[config.mk]
export PLATFORM = sky130hd
export DESIGN_NAME = asr_receiver
export DESIGN_NICKNAME = d
export VERILOG_FILES = /design/src/pkg/asr_pkg.sv /design/src/hdl/asr_baud_timer.sv /design/src/hdl/asr_receiver.sv
export SDC_FILE = /design/constraint.sdc
export NUM_CORES = 1
export LEC_CHECK = 0
export ABC_AREA = 1
export ABC_CLOCK_PERIOD_IN_PS = 1700
export BUFFER_PORTS_ARGS = -buffer_cell sky130_fd_sc_hd__buf_2
export CAP_MARGIN = 20
export CORE_ASPECT_RATIO = 1.2
export CORE_UTILIZATION = 52
export CTS_BUF_LIST = sky130_fd_sc_hd__clkbuf_8 sky130_fd_sc_hd__clkbuf_16
export DETAILED_ROUTE_END_ITERATION = 8
export GPL_ROUTABILITY_DRIVEN = 1
export PLACE_DENSITY = 0.82
export SYNTH_ARGS = -nofsm -noshare
export SYNTH_HDL_FRONTEND = slang
export SYNTH_SLANG_ARGS = --single-unit
[constraint.sdc]
create_clock -name i_ref_clk -period 1.7 [get_ports i_ref_clk]
set_clock_uncertainty 0.05 [all_clocks]
set_input_delay 0.085 -clock i_ref_clk [delete_from_list [all_inputs] [get_ports i_ref_clk]]
set_output_delay 0.085 -clock i_ref_clk [all_outputs]
set_load 0.03 [all_outputs]
[src/pkg/asr_pkg.sv]
// Operation
// - Sample the line at sixteen ticks per bit; shift once per bit.
// - Hold two whole characters in a small first-in-first-out store.
// - Receive only with receiver enabled, port enabled and synchronous mode off.
// - A falling edge on the idle line starts a character.
// - Line high at mid start bit abandons the character silently.
// - Each later bit is decided by majority vote at its centre.
// - A low stop bit marks a framing error for that character.
// - A complete character enters the store and raises the pending flag.
// - Pending is high while enabled with an unread character; software cannot change it.
// - Interrupt request needs pending plus receive, peripheral and global enables.
// - Reading the data register returns and removes the oldest character.
// - Each entry keeps its own framing bit; the oldest shows, read only.
// - Framing errors neither block reception nor raise an interrupt.
// - Port disable resets reception, the store and overrun and clears framing; receiver disable keeps it.
// - Framing flag stays set while every stored character has framing errors.
// - A third complete character with two stored sets overrun and blocks reception.
// - Overrun clears only by disabling the receiver or the port.
// - Nine-bit mode shifts nine bits and shows the oldest ninth bit.
// - In nine-bit mode, address detection keeps only characters whose ninth bit is one.
// - Data bits arrive least significant bit first.
// - Writing either divisor byte restarts the baud timer at once.
package asr_pkg;
    // Register byte offsets
    localparam logic [7:0] OFF_CTRL = 8'h00;
    localparam logic [7:0] OFF_DATA = 8'h04;
    localparam logic [7:0] OFF_BRG_LO = 8'h08;
    localparam logic [7:0] OFF_BRG_HI = 8'h0c;
    localparam logic [7:0] OFF_BAUD_CFG = 8'h10;
    localparam logic [7:0] OFF_IRQ = 8'h14;
    // Control and status bit positions
    localparam int CTRL_PORT_EN = 0;
    localparam int CTRL_RX_EN = 1;
    localparam int CTRL_SYNC = 2;
    localparam int CTRL_NINE = 3;
    localparam int CTRL_ADDR_DETECT_ENABLE = 4;
    localparam int STAT_FRAMING_ERR_FLAG = 8;
    localparam int STAT_OVERRUN_ERR_FLAG = 9;
    localparam int STAT_NINTH = 10;
    localparam int STAT_IDLE = 11;
    localparam int CFG_FAST = 0;
    localparam int CFG_WIDE = 1;
    localparam int IRQ_RX_EN = 0;
    localparam int IRQ_PERIPH_EN = 1;
    localparam int IRQ_GLOBAL_EN = 2;
    localparam int IRQ_PENDING = 8;
    // Widths and counts
    localparam int BYTE_W = 8;
    localparam int DIV_W = 16;
    localparam logic [1:0] FIFO_DEPTH = 2'h2;
    localparam logic [3:0] BITS_EIGHT = 4'h8;
    localparam logic [3:0] BITS_NINE = 4'h9;
    localparam logic [1:0] PRE_LAST = 2'h3;
    // Oversampling points within one bit of sixteen ticks
    localparam logic [3:0] SUB_VOTE0 = 4'h7;
    localparam logic [3:0] SUB_VOTE1 = 4'h8;
    localparam logic [3:0] SUB_DECIDE = 4'h9;
    localparam logic [3:0] SUB_LAST = 4'hf;
    // Bus responses
    localparam logic [1:0] RESP_OKAY = 2'h0;
    localparam logic [1:0] RESP_SLVERR = 2'h2;

    typedef enum logic [1:0] {ST_IDLE, ST_START, ST_DATA, ST_STOP} asr_rx_state_type;

    typedef struct packed {
        logic awvalid;
        logic [7:0] awaddr;
        logic wvalid;
        logic [31:0] wdata;
        logic [3:0] wstrb;
        logic bready;
        logic arvalid;
        logic [7:0] araddr;
        logic rready;
    } asr_axil_req_type;

    typedef struct packed {
        logic awready;
        logic wready;
        logic bvalid;
        logic [1:0] bresp;
        logic arready;
        logic rvalid;
        logic [31:0] rdata;
        logic [1:0] rresp;
    } asr_axil_rsp_type;

    typedef struct packed {
        logic framing_err_flag;
        logic [8:0] data;
    } asr_entry_type;

    typedef struct packed {
        logic [2:0] sync;
        logic line;
        logic line_prev;
        asr_rx_state_type st;
        logic [3:0] sub;
        logic [3:0] bitn;
        logic [1:0] votes;
        logic [8:0] shreg;
        asr_entry_type [1:0] fifo;
        logic rd_ptr;
        logic [1:0] cnt;
        logic overrun_err_flag;
        logic port_en;
        logic rx_en;
        logic sync_mode;
        logic nine;
        logic addr_detect_enable;
        logic rie;
        logic pie;
        logic global_irq_enable;
        logic fast;
        logic wide;
        logic [7:0] brg_lo;
        logic [7:0] brg_hi;
        logic bvalid;
        logic [1:0] bresp;
        logic rvalid;
        logic [31:0] rdata;
        logic [1:0] rresp;
    } asr_rx_reg_type;
endpackage : asr_pkg

[src/hdl/asr_baud_timer.sv]
`timescale 1ns/1ns
`default_nettype none
module asr_baud_timer #(
    parameter int DIV_W = 16
) (
    input wire logic i_ref_clk, // System clock
    input wire logic i_nrst, // Asynchronous reset, active low
    input wire logic i_clear, // Restart the timer
    input wire logic [DIV_W-1:0] i_divisor, // Divisor pair value
    input wire logic i_wide, // Full divisor width in use
    input wire logic i_fast, // High speed select
    output logic o_tick // Oversampling tick, one cycle
);
    typedef struct packed {
        logic [DIV_W-1:0] cnt;
        logic [1:0] pre;
        logic tick;
    } asr_baud_state_type;

    asr_baud_state_type s_ff;
    asr_baud_state_type nxt_s;
    logic [DIV_W-1:0] limit;

    // Narrow mode uses only the low divisor byte
    assign limit = i_wide ? i_divisor
        : {{(DIV_W-asr_pkg::BYTE_W){1'b0}}, i_divisor[asr_pkg::BYTE_W-1:0]};

    // Prescaler by four in slow narrow mode, then the divisor counter
    always_comb begin
        nxt_s = s_ff;
        nxt_s.tick = 1'b0;
        nxt_s.pre = s_ff.pre + 1'b1;
        if (i_clear) begin
            nxt_s = '0;
        end else if (i_fast || i_wide || s_ff.pre == asr_pkg::PRE_LAST) begin
            if (s_ff.cnt == limit) begin
                nxt_s.cnt = '0;
                nxt_s.tick = 1'b1;
            end else begin
                nxt_s.cnt = s_ff.cnt + 1'b1;
            end
        end
    end

    // State register
    always_ff @(posedge i_ref_clk or negedge i_nrst) begin
        if (!i_nrst) begin
            s_ff <= '0;
        end else begin
            s_ff <= nxt_s;
        end
    end

    assign o_tick = s_ff.tick;
endmodule : asr_baud_timer
`default_nettype wire

[src/hdl/asr_receiver.sv]
// Local design decisions: the address map and the AXI4-Lite interface to the registers.
`timescale 1ns/1ns
`default_nettype none
module asr_receiver (
    input wire logic i_ref_clk, // System clock, 10 MHz
    input wire logic i_nrst, // Asynchronous reset, active low
    input wire logic i_rx_pin, // Serial receive line
    input wire asr_pkg::asr_axil_req_type i_axi, // Bus requests
    output var asr_pkg::asr_axil_rsp_type o_axi, // Bus responses
    output logic o_rx_pending, // Unread character waiting
    output logic o_rx_irq // Receive interrupt request
);
    asr_pkg::asr_rx_reg_type r_ff;
    asr_pkg::asr_rx_reg_type nxt_r;
    asr_pkg::asr_entry_type head;
    logic tick;
    logic active;
    logic fall;
    logic maj;
    logic decide;
    logic w_take;
    logic r_take;
    logic pop;
    logic push;
    logic keep;
    logic full;
    logic store;
    logic brg_wr;
    logic wr_idx;
    logic framing_err_flag_vis;
    logic [3:0] nbits;
    logic [8:0] rx_word;
    logic [31:0] rd_word;

    // Word address match
    function automatic logic hit(input logic [7:0] addr, input logic [7:0] off);
        hit = (addr[7:2] == off[7:2]);
    endfunction : hit

    // Address belongs to a register
    function automatic logic mapped(input logic [7:0] addr);
        mapped = hit(addr, asr_pkg::OFF_CTRL) || hit(addr, asr_pkg::OFF_DATA)
            || hit(addr, asr_pkg::OFF_BRG_LO) || hit(addr, asr_pkg::OFF_BRG_HI)
            || hit(addr, asr_pkg::OFF_BAUD_CFG) || hit(addr, asr_pkg::OFF_IRQ);
    endfunction : mapped

    // Two of three samples high
    function automatic logic majority(input logic [1:0] votes, input logic last);
        majority = votes[1] || (votes[0] && last);
    endfunction : majority

    // Reception gating and line events
    assign active = r_ff.port_en && r_ff.rx_en && !r_ff.sync_mode;
    assign fall = r_ff.line_prev && !r_ff.line;
    assign maj = majority(r_ff.votes, r_ff.line);
    assign decide = tick && (r_ff.sub == asr_pkg::SUB_DECIDE);
    assign nbits = r_ff.nine ? asr_pkg::BITS_NINE : asr_pkg::BITS_EIGHT;

    // Bus handshakes
    assign w_take = i_axi.awvalid && i_axi.wvalid && !r_ff.bvalid;
    assign r_take = i_axi.arvalid && !r_ff.rvalid;
    assign pop = r_take && hit(i_axi.araddr, asr_pkg::OFF_DATA) && (r_ff.cnt != '0);
    assign brg_wr = w_take && i_axi.wstrb[0]
        && (hit(i_axi.awaddr, asr_pkg::OFF_BRG_LO) || hit(i_axi.awaddr, asr_pkg::OFF_BRG_HI));

    // Character completion and store decisions
    assign push = (r_ff.st == asr_pkg::ST_STOP) && decide && active;
    assign rx_word = r_ff.nine ? r_ff.shreg : {1'b0, r_ff.shreg[8:1]};
    assign keep = !(r_ff.addr_detect_enable && r_ff.nine && !r_ff.shreg[8]);
    assign full = (r_ff.cnt == asr_pkg::FIFO_DEPTH) && !pop;
    assign store = push && keep && !full;
    assign wr_idx = r_ff.rd_ptr ^ r_ff.cnt[0];
    assign head = r_ff.fifo[r_ff.rd_ptr];
    assign framing_err_flag_vis = (r_ff.cnt != '0) && head.framing_err_flag;

    // Baud timer restarts on divisor writes and while the port is off
    asr_baud_timer #(
        .DIV_W(asr_pkg::DIV_W)
    ) u_baud (
        .i_ref_clk(i_ref_clk),
        .i_nrst(i_nrst),
        .i_clear(brg_wr || !r_ff.port_en),
        .i_divisor({r_ff.brg_hi, r_ff.brg_lo}),
        .i_wide(r_ff.wide),
        .i_fast(r_ff.fast),
        .o_tick(tick)
    );

    // Read data selection
    always_comb begin
        rd_word = '0;
        if (hit(i_axi.araddr, asr_pkg::OFF_CTRL)) begin
            rd_word[asr_pkg::CTRL_PORT_EN] = r_ff.port_en;
            rd_word[asr_pkg::CTRL_RX_EN] = r_ff.rx_en;
            rd_word[asr_pkg::CTRL_SYNC] = r_ff.sync_mode;
            rd_word[asr_pkg::CTRL_NINE] = r_ff.nine;
            rd_word[asr_pkg::CTRL_ADDR_DETECT_ENABLE] = r_ff.addr_detect_enable;
            rd_word[asr_pkg::STAT_FRAMING_ERR_FLAG] = framing_err_flag_vis;
            rd_word[asr_pkg::STAT_OVERRUN_ERR_FLAG] = r_ff.overrun_err_flag;
            rd_word[asr_pkg::STAT_NINTH] = (r_ff.cnt != '0) && head.data[8];
            rd_word[asr_pkg::STAT_IDLE] = (r_ff.st == asr_pkg::ST_IDLE);
        end else if (hit(i_axi.araddr, asr_pkg::OFF_DATA)) begin
            rd_word[asr_pkg::BYTE_W-1:0] = head.data[asr_pkg::BYTE_W-1:0];
        end else if (hit(i_axi.araddr, asr_pkg::OFF_BRG_LO)) begin
            rd_word[asr_pkg::BYTE_W-1:0] = r_ff.brg_lo;
        end else if (hit(i_axi.araddr, asr_pkg::OFF_BRG_HI)) begin
            rd_word[asr_pkg::BYTE_W-1:0] = r_ff.brg_hi;
        end else if (hit(i_axi.araddr, asr_pkg::OFF_BAUD_CFG)) begin
            rd_word[asr_pkg::CFG_FAST] = r_ff.fast;
            rd_word[asr_pkg::CFG_WIDE] = r_ff.wide;
        end else if (hit(i_axi.araddr, asr_pkg::OFF_IRQ)) begin
            rd_word[asr_pkg::IRQ_RX_EN] = r_ff.rie;
            rd_word[asr_pkg::IRQ_PERIPH_EN] = r_ff.pie;
            rd_word[asr_pkg::IRQ_GLOBAL_EN] = r_ff.global_irq_enable;
            rd_word[asr_pkg::IRQ_PENDING] = o_rx_pending;
        end
    end

    // Next state of the whole block
    always_comb begin
        nxt_r = r_ff;
        // Three stage synchroniser, change taken when last two agree
        nxt_r.sync = {r_ff.sync[1:0], i_rx_pin};
        if (r_ff.sync[1] == r_ff.sync[2]) begin
            nxt_r.line = r_ff.sync[2];
        end
        nxt_r.line_prev = r_ff.line;

        // Tick counter within a bit and vote collection
        if (tick && r_ff.st != asr_pkg::ST_IDLE) begin
            nxt_r.sub = r_ff.sub + 1'b1;
            if (r_ff.sub == asr_pkg::SUB_VOTE0) begin
                nxt_r.votes = {1'b0, r_ff.line};
            end else if (r_ff.sub == asr_pkg::SUB_VOTE1) begin
                nxt_r.votes = r_ff.votes + {1'b0, r_ff.line};
            end
        end

        // Bit sequencing
        unique case (r_ff.st)
            asr_pkg::ST_IDLE: begin
                if (active && !r_ff.overrun_err_flag && fall) begin
                    nxt_r.st = asr_pkg::ST_START;
                    nxt_r.sub = '0;
                end
            end
            asr_pkg::ST_START: begin
                if (decide && maj) begin
                    nxt_r.st = asr_pkg::ST_IDLE;
                end else if (tick && r_ff.sub == asr_pkg::SUB_LAST) begin
                    nxt_r.st = asr_pkg::ST_DATA;
                    nxt_r.bitn = '0;
                    nxt_r.shreg = '0;
                end
            end
            asr_pkg::ST_DATA: begin
                if (decide) begin
                    nxt_r.shreg = {maj, r_ff.shreg[8:1]};
                    nxt_r.bitn = r_ff.bitn + 1'b1;
                end else if (tick && r_ff.sub == asr_pkg::SUB_LAST && r_ff.bitn == nbits) begin
                    nxt_r.st = asr_pkg::ST_STOP;
                end
            end
            asr_pkg::ST_STOP: begin
                if (decide) begin
                    nxt_r.st = asr_pkg::ST_IDLE;
                end
            end
        endcase
        if (!active) begin
            nxt_r.st = asr_pkg::ST_IDLE;
        end

        // Receiver disable acts from the registered enable so a same-cycle overrun set wins
        if (!r_ff.rx_en) begin
            nxt_r.overrun_err_flag = 1'b0;
        end

        // Store, overrun and removal
        if (push && keep && full) begin
            nxt_r.overrun_err_flag = 1'b1;
        end
        if (store) begin
            nxt_r.fifo[wr_idx].framing_err_flag = !maj;
            nxt_r.fifo[wr_idx].data = rx_word;
        end
        if (store && !pop) begin
            nxt_r.cnt = r_ff.cnt + 1'b1;
        end else if (pop && !store) begin
            nxt_r.cnt = r_ff.cnt - 1'b1;
        end
        if (pop) begin
            nxt_r.rd_ptr = !r_ff.rd_ptr;
        end
        // Port disable wins over a data read in the same cycle
        if (!r_ff.port_en) begin
            nxt_r.cnt = '0;
            nxt_r.rd_ptr = 1'b0;
            nxt_r.overrun_err_flag = 1'b0;
        end

        // Write channel
        if (r_ff.bvalid && i_axi.bready) begin
            nxt_r.bvalid = 1'b0;
        end
        if (w_take) begin
            nxt_r.bvalid = 1'b1;
            nxt_r.bresp = mapped(i_axi.awaddr) ? asr_pkg::RESP_OKAY : asr_pkg::RESP_SLVERR;
            if (i_axi.wstrb[0]) begin
                if (hit(i_axi.awaddr, asr_pkg::OFF_CTRL)) begin
                    nxt_r.port_en = i_axi.wdata[asr_pkg::CTRL_PORT_EN];
                    nxt_r.rx_en = i_axi.wdata[asr_pkg::CTRL_RX_EN];
                    nxt_r.sync_mode = i_axi.wdata[asr_pkg::CTRL_SYNC];
                    nxt_r.nine = i_axi.wdata[asr_pkg::CTRL_NINE];
                    nxt_r.addr_detect_enable = i_axi.wdata[asr_pkg::CTRL_ADDR_DETECT_ENABLE];
                end
                if (hit(i_axi.awaddr, asr_pkg::OFF_BRG_LO)) begin
                    nxt_r.brg_lo = i_axi.wdata[asr_pkg::BYTE_W-1:0];
                end
                if (hit(i_axi.awaddr, asr_pkg::OFF_BRG_HI)) begin
                    nxt_r.brg_hi = i_axi.wdata[asr_pkg::BYTE_W-1:0];
                end
                if (hit(i_axi.awaddr, asr_pkg::OFF_BAUD_CFG)) begin
                    nxt_r.fast = i_axi.wdata[asr_pkg::CFG_FAST];
                    nxt_r.wide = i_axi.wdata[asr_pkg::CFG_WIDE];
                end
                if (hit(i_axi.awaddr, asr_pkg::OFF_IRQ)) begin
                    nxt_r.rie = i_axi.wdata[asr_pkg::IRQ_RX_EN];
                    nxt_r.pie = i_axi.wdata[asr_pkg::IRQ_PERIPH_EN];
                    nxt_r.global_irq_enable = i_axi.wdata[asr_pkg::IRQ_GLOBAL_EN];
                end
            end
        end

        // Read channel
        if (r_ff.rvalid && i_axi.rready) begin
            nxt_r.rvalid = 1'b0;
        end
        if (r_take) begin
            nxt_r.rvalid = 1'b1;
            nxt_r.rdata = rd_word;
            nxt_r.rresp = mapped(i_axi.araddr) ? asr_pkg::RESP_OKAY : asr_pkg::RESP_SLVERR;
        end
    end

    // State register
    always_ff @(posedge i_ref_clk or negedge i_nrst) begin
        if (!i_nrst) begin
            r_ff <= '0;
        end else begin
            r_ff <= nxt_r;
        end
    end

    // Flags and bus outputs
    assign o_rx_pending = r_ff.port_en && r_ff.rx_en && (r_ff.cnt != '0);
    assign o_rx_irq = o_rx_pending && r_ff.rie && r_ff.pie && r_ff.global_irq_enable;
    assign o_axi.awready = w_take;
    assign o_axi.wready = w_take;
    assign o_axi.bvalid = r_ff.bvalid;
    assign o_axi.bresp = r_ff.bresp;
    assign o_axi.arready = !r_ff.rvalid;
    assign o_axi.rvalid = r_ff.rvalid;
    assign o_axi.rdata = r_ff.rdata;
    assign o_axi.rresp = r_ff.rresp;
endmodule : asr_receiver
`default_nettype wire

==> flow_summary.toml <==
[run_status]
status = "finished with violations"
failed_checks = "negative setup slack"

[floorplan]
fp.dieW_um = 103
core_area_um2 = 12100
io_pins = 103
dieArea_um2 = 12800
die_y_um = 124
start_util_pct = 53.2
rows = 44

[synth]
yosys_warnings = 0
synth_edf_count = 0
syn_area_per_cell_um2 = 7.67
synth_top_flop_cell = "dfrtp_1"
synth_area_leaders = "dfrtp_1, nand2_1, buf_4"
synth_common_cells = "nand2_1, dfrtp_1, inv_1"
syn_area_um2 = 6420
ys_types = 44
synth_cells = 837
yosysTopAreaCellShare_pct = 43.3
yosysMostFrequentCell = "nand2_1"
ys_ff_latch = 111
synth_area_leader_cell = "dfrtp_1"
synth_seq_area_share_pct = 43.3
async_flop_share_pct = 100

[grt]
grt_pass1_vias = 5143
grt_pass1_wl_mm = 23.5
overflow = 0
grt_max_degree = 56
grt_antenna_before_repair = 0
grt_usage_pct = 24.3

[timing]
rsz0062_at_grt = "true"
worst_slack_ns = -0.0168
finalSetupTns_ns = -0.0173
tightest_slew_ns = 0.652
slew_violations = 0
layout_min_cycle_time_ns = 1.72
whs_ns = 0.0139
hold_violations = 0
period_share_pct = 101
clock.fmax_mhz = 582
slew_headroom_pct = 56.3
setup-violations-final = 2

[clocking]
cts_root_buffer = "clkbuf_16"
cts_made_buffers = 9
clock_sinks = 111
htreeDepth = 3
path_clk_slew_ns = 0.07
cts_tree = "yes"
clock_path_buffers = 2
clk_latency_ns = 0.35

[worst_setup_path]
startpoint_type = "register"
critical-path-max-stage-delay_ns = 0.41
crit_slowest_cell = "dfrtp_1"
crit_fanout = 7
worst_ep_required_time_ns = 1.92
crit_family = "simple AND/OR/NAND/NOR gates"
arrival_ns = 1.93
crit_buf_inv = 2
path_class = "reg -> reg"
cp_cell_sequence = "inv_2 > ha_4 > nand2_2 > nor2_4 > nand2_4 > nor2_8 > buf_12 > nand3_2 > o21ai_1"
end_kind = "register"

[power]
pwr-share-seq_pct = 44.6
total_leakage_power_nw = 3.73
clock_power_share_pct = 32.7
p_sw_mw = 2.14
sw_frac_of_total_pct = 32.2
power_frac_comb_pct = 22.7
intPower_mw = 4.49
powerDensity_nw_per_um2 = 890
ir_drop_v = 0.000487

[routing]
vias = 5609
vias_per_cell = 5.20
routedWlPerCell_um = 14.1
route.detailed.drc = 0
ant_nets = 0
wl_mm = 15.2
drt_iter0_markers = 297
dr.pass1.iters = 5

[placed_design]
hpwl_mm = 10.6
place_congestion = 0.925
dp.cells = 1038
port_buffers = 49

[cells_and_area]
instances_no_fill = 1078
antennaDiodeCount = 0
drive_above_1_share_pct = 18.5
area_delta_synth_final_pct = 16.1
final_nets = 980

[hold_path]
min_path_type = "in -> reg"

[run]
cap_violations = 0
cell usage in the layout (no fill, tap or decap), types with 5 or more instances in the layout:
cell	n
nand2_1	225
dfrtp_1	106
inv_1	83
nor2_1	78
o21ai_0	54
nand3_1	47
buf_2	47
buf_4	30
nand4_1	27
o21ai_1	24
conb_1	22
a21oi_1	20
nor2_2	12
xor2_1	12
dlygate4sd3_1	12
nand2_2	11
inv_2	9
clkbuf_16	9
nor3_1	8
o22ai_1	8
ha_1	6
buf_12	6
nand3_4	5
dfrtp_2	5
worst register-to-register path: cells and delay by family (launching register included):
| family | cells | cell delay (ns) |
|---|---|---|
| AND/OR/NAND/NOR | 5 | 0.58 |
| flip-flops | 1 | 0.41 |
| buffers and inverters | 2 | 0.26 |
| AO/OA/AOI/OAI | 1 | 0.21 |
| adder cells (fa/ha/maj) | 1 | 0.13 |
registers in the layout, indices dropped and copies added, names as in the netlist:
name	flops
nxt_r	3
o_axi	16
r_ff	73
u_baud.o_tick	1
u_baud.s_ff	18
kinds of logic after synthesis:
logic type | count (synthesis) | share of synthesized area (%)
and+or+nand+nor | 430 | 30.7
buffers and inverters | 155 | 12.7
AOI/OAI and AO/OA | 116 | 9.56
DFF | 111 | 43.3
xor gates and xnor gates | 14 | 1.91
adders and majority gates | 9 | 1.72
other | 1 | 0.0584
muxes | 1 | 0.156
through the flow:
step / cell area (µm²) / setup slack, ns / utilization [%] / total power, mW
global route: 7450 / -0.0809 / 61.8 / 6.92
global placement: 6770 / 0.0641 / 56.1 / 4.29
CTS: 7210 / -0.0302 / 59.8 / 6.50
detailed placement: 6770 / -0.00206 / 56.1 / 4.32
floorplan: 6490 / 0.00772 / - / 3.97
finish: 7450 / -0.0168 / 61.8 / 6.63
routing by layer:
metal | vias up | global-route usage (%) | wire length [µm]
met2 | 134 | 43.0 | 8030
met4 | 0 | 14.6 | 709
met1 | 2641 | 27.7 | 6020
met5 | - | 0 | 0
li1 | 2786 | - | -
met3 | 48 | 3.14 | 425
area by class of cell:
cell class,count,area (µm²)
timing repair buffer,99,746
clock inverter,6,67.6
inverter,94,358
multi-input combinational,597,3050
fill,993,4610
tap,161,201
clock buffer,10,239
sequential,111,2780
power groups by stage:
stage / clock, mW / sequential (mW) / combinational, mW
final: 2.17 / 2.96 / 1.50
after global routing: 2.31 / 2.98 / 1.63
after CTS: 2.20 / 2.94 / 1.36
after detailed placement: 0 / 2.99 / 1.32
after global placement: 0 / 2.99 / 1.30
after floorplan: 0 / 2.93 / 1.04
final timing paths:
path,start,endpoint,slack (ns),depth (start not counted)
max,r_ff[104],r_ff[71],-0.02,9
min,i_axi[56],o_axi[37],0.01,3
max reg2reg,r_ff[104],r_ff[71],-0.02,9
min reg2reg,nxt_r[112],nxt_r[113],0.30,0
max in group asynchronous,i_nrst,r_ff[103],0.84,3
min in group asynchronous,i_nrst,o_axi[38],0.14,2
repair_timing:
item                                   4_1_cts  5_1_grt
buffers inserted                             0        7
resized for setup                            4       30
hold buffers                                12        0
setup endpoints to repair                   13       57
pin swaps                                    2       10
endpoints found under the hold margin       96        0
cloned                                       0        5
Note: power is estimated with default switching activity, not from simulation.
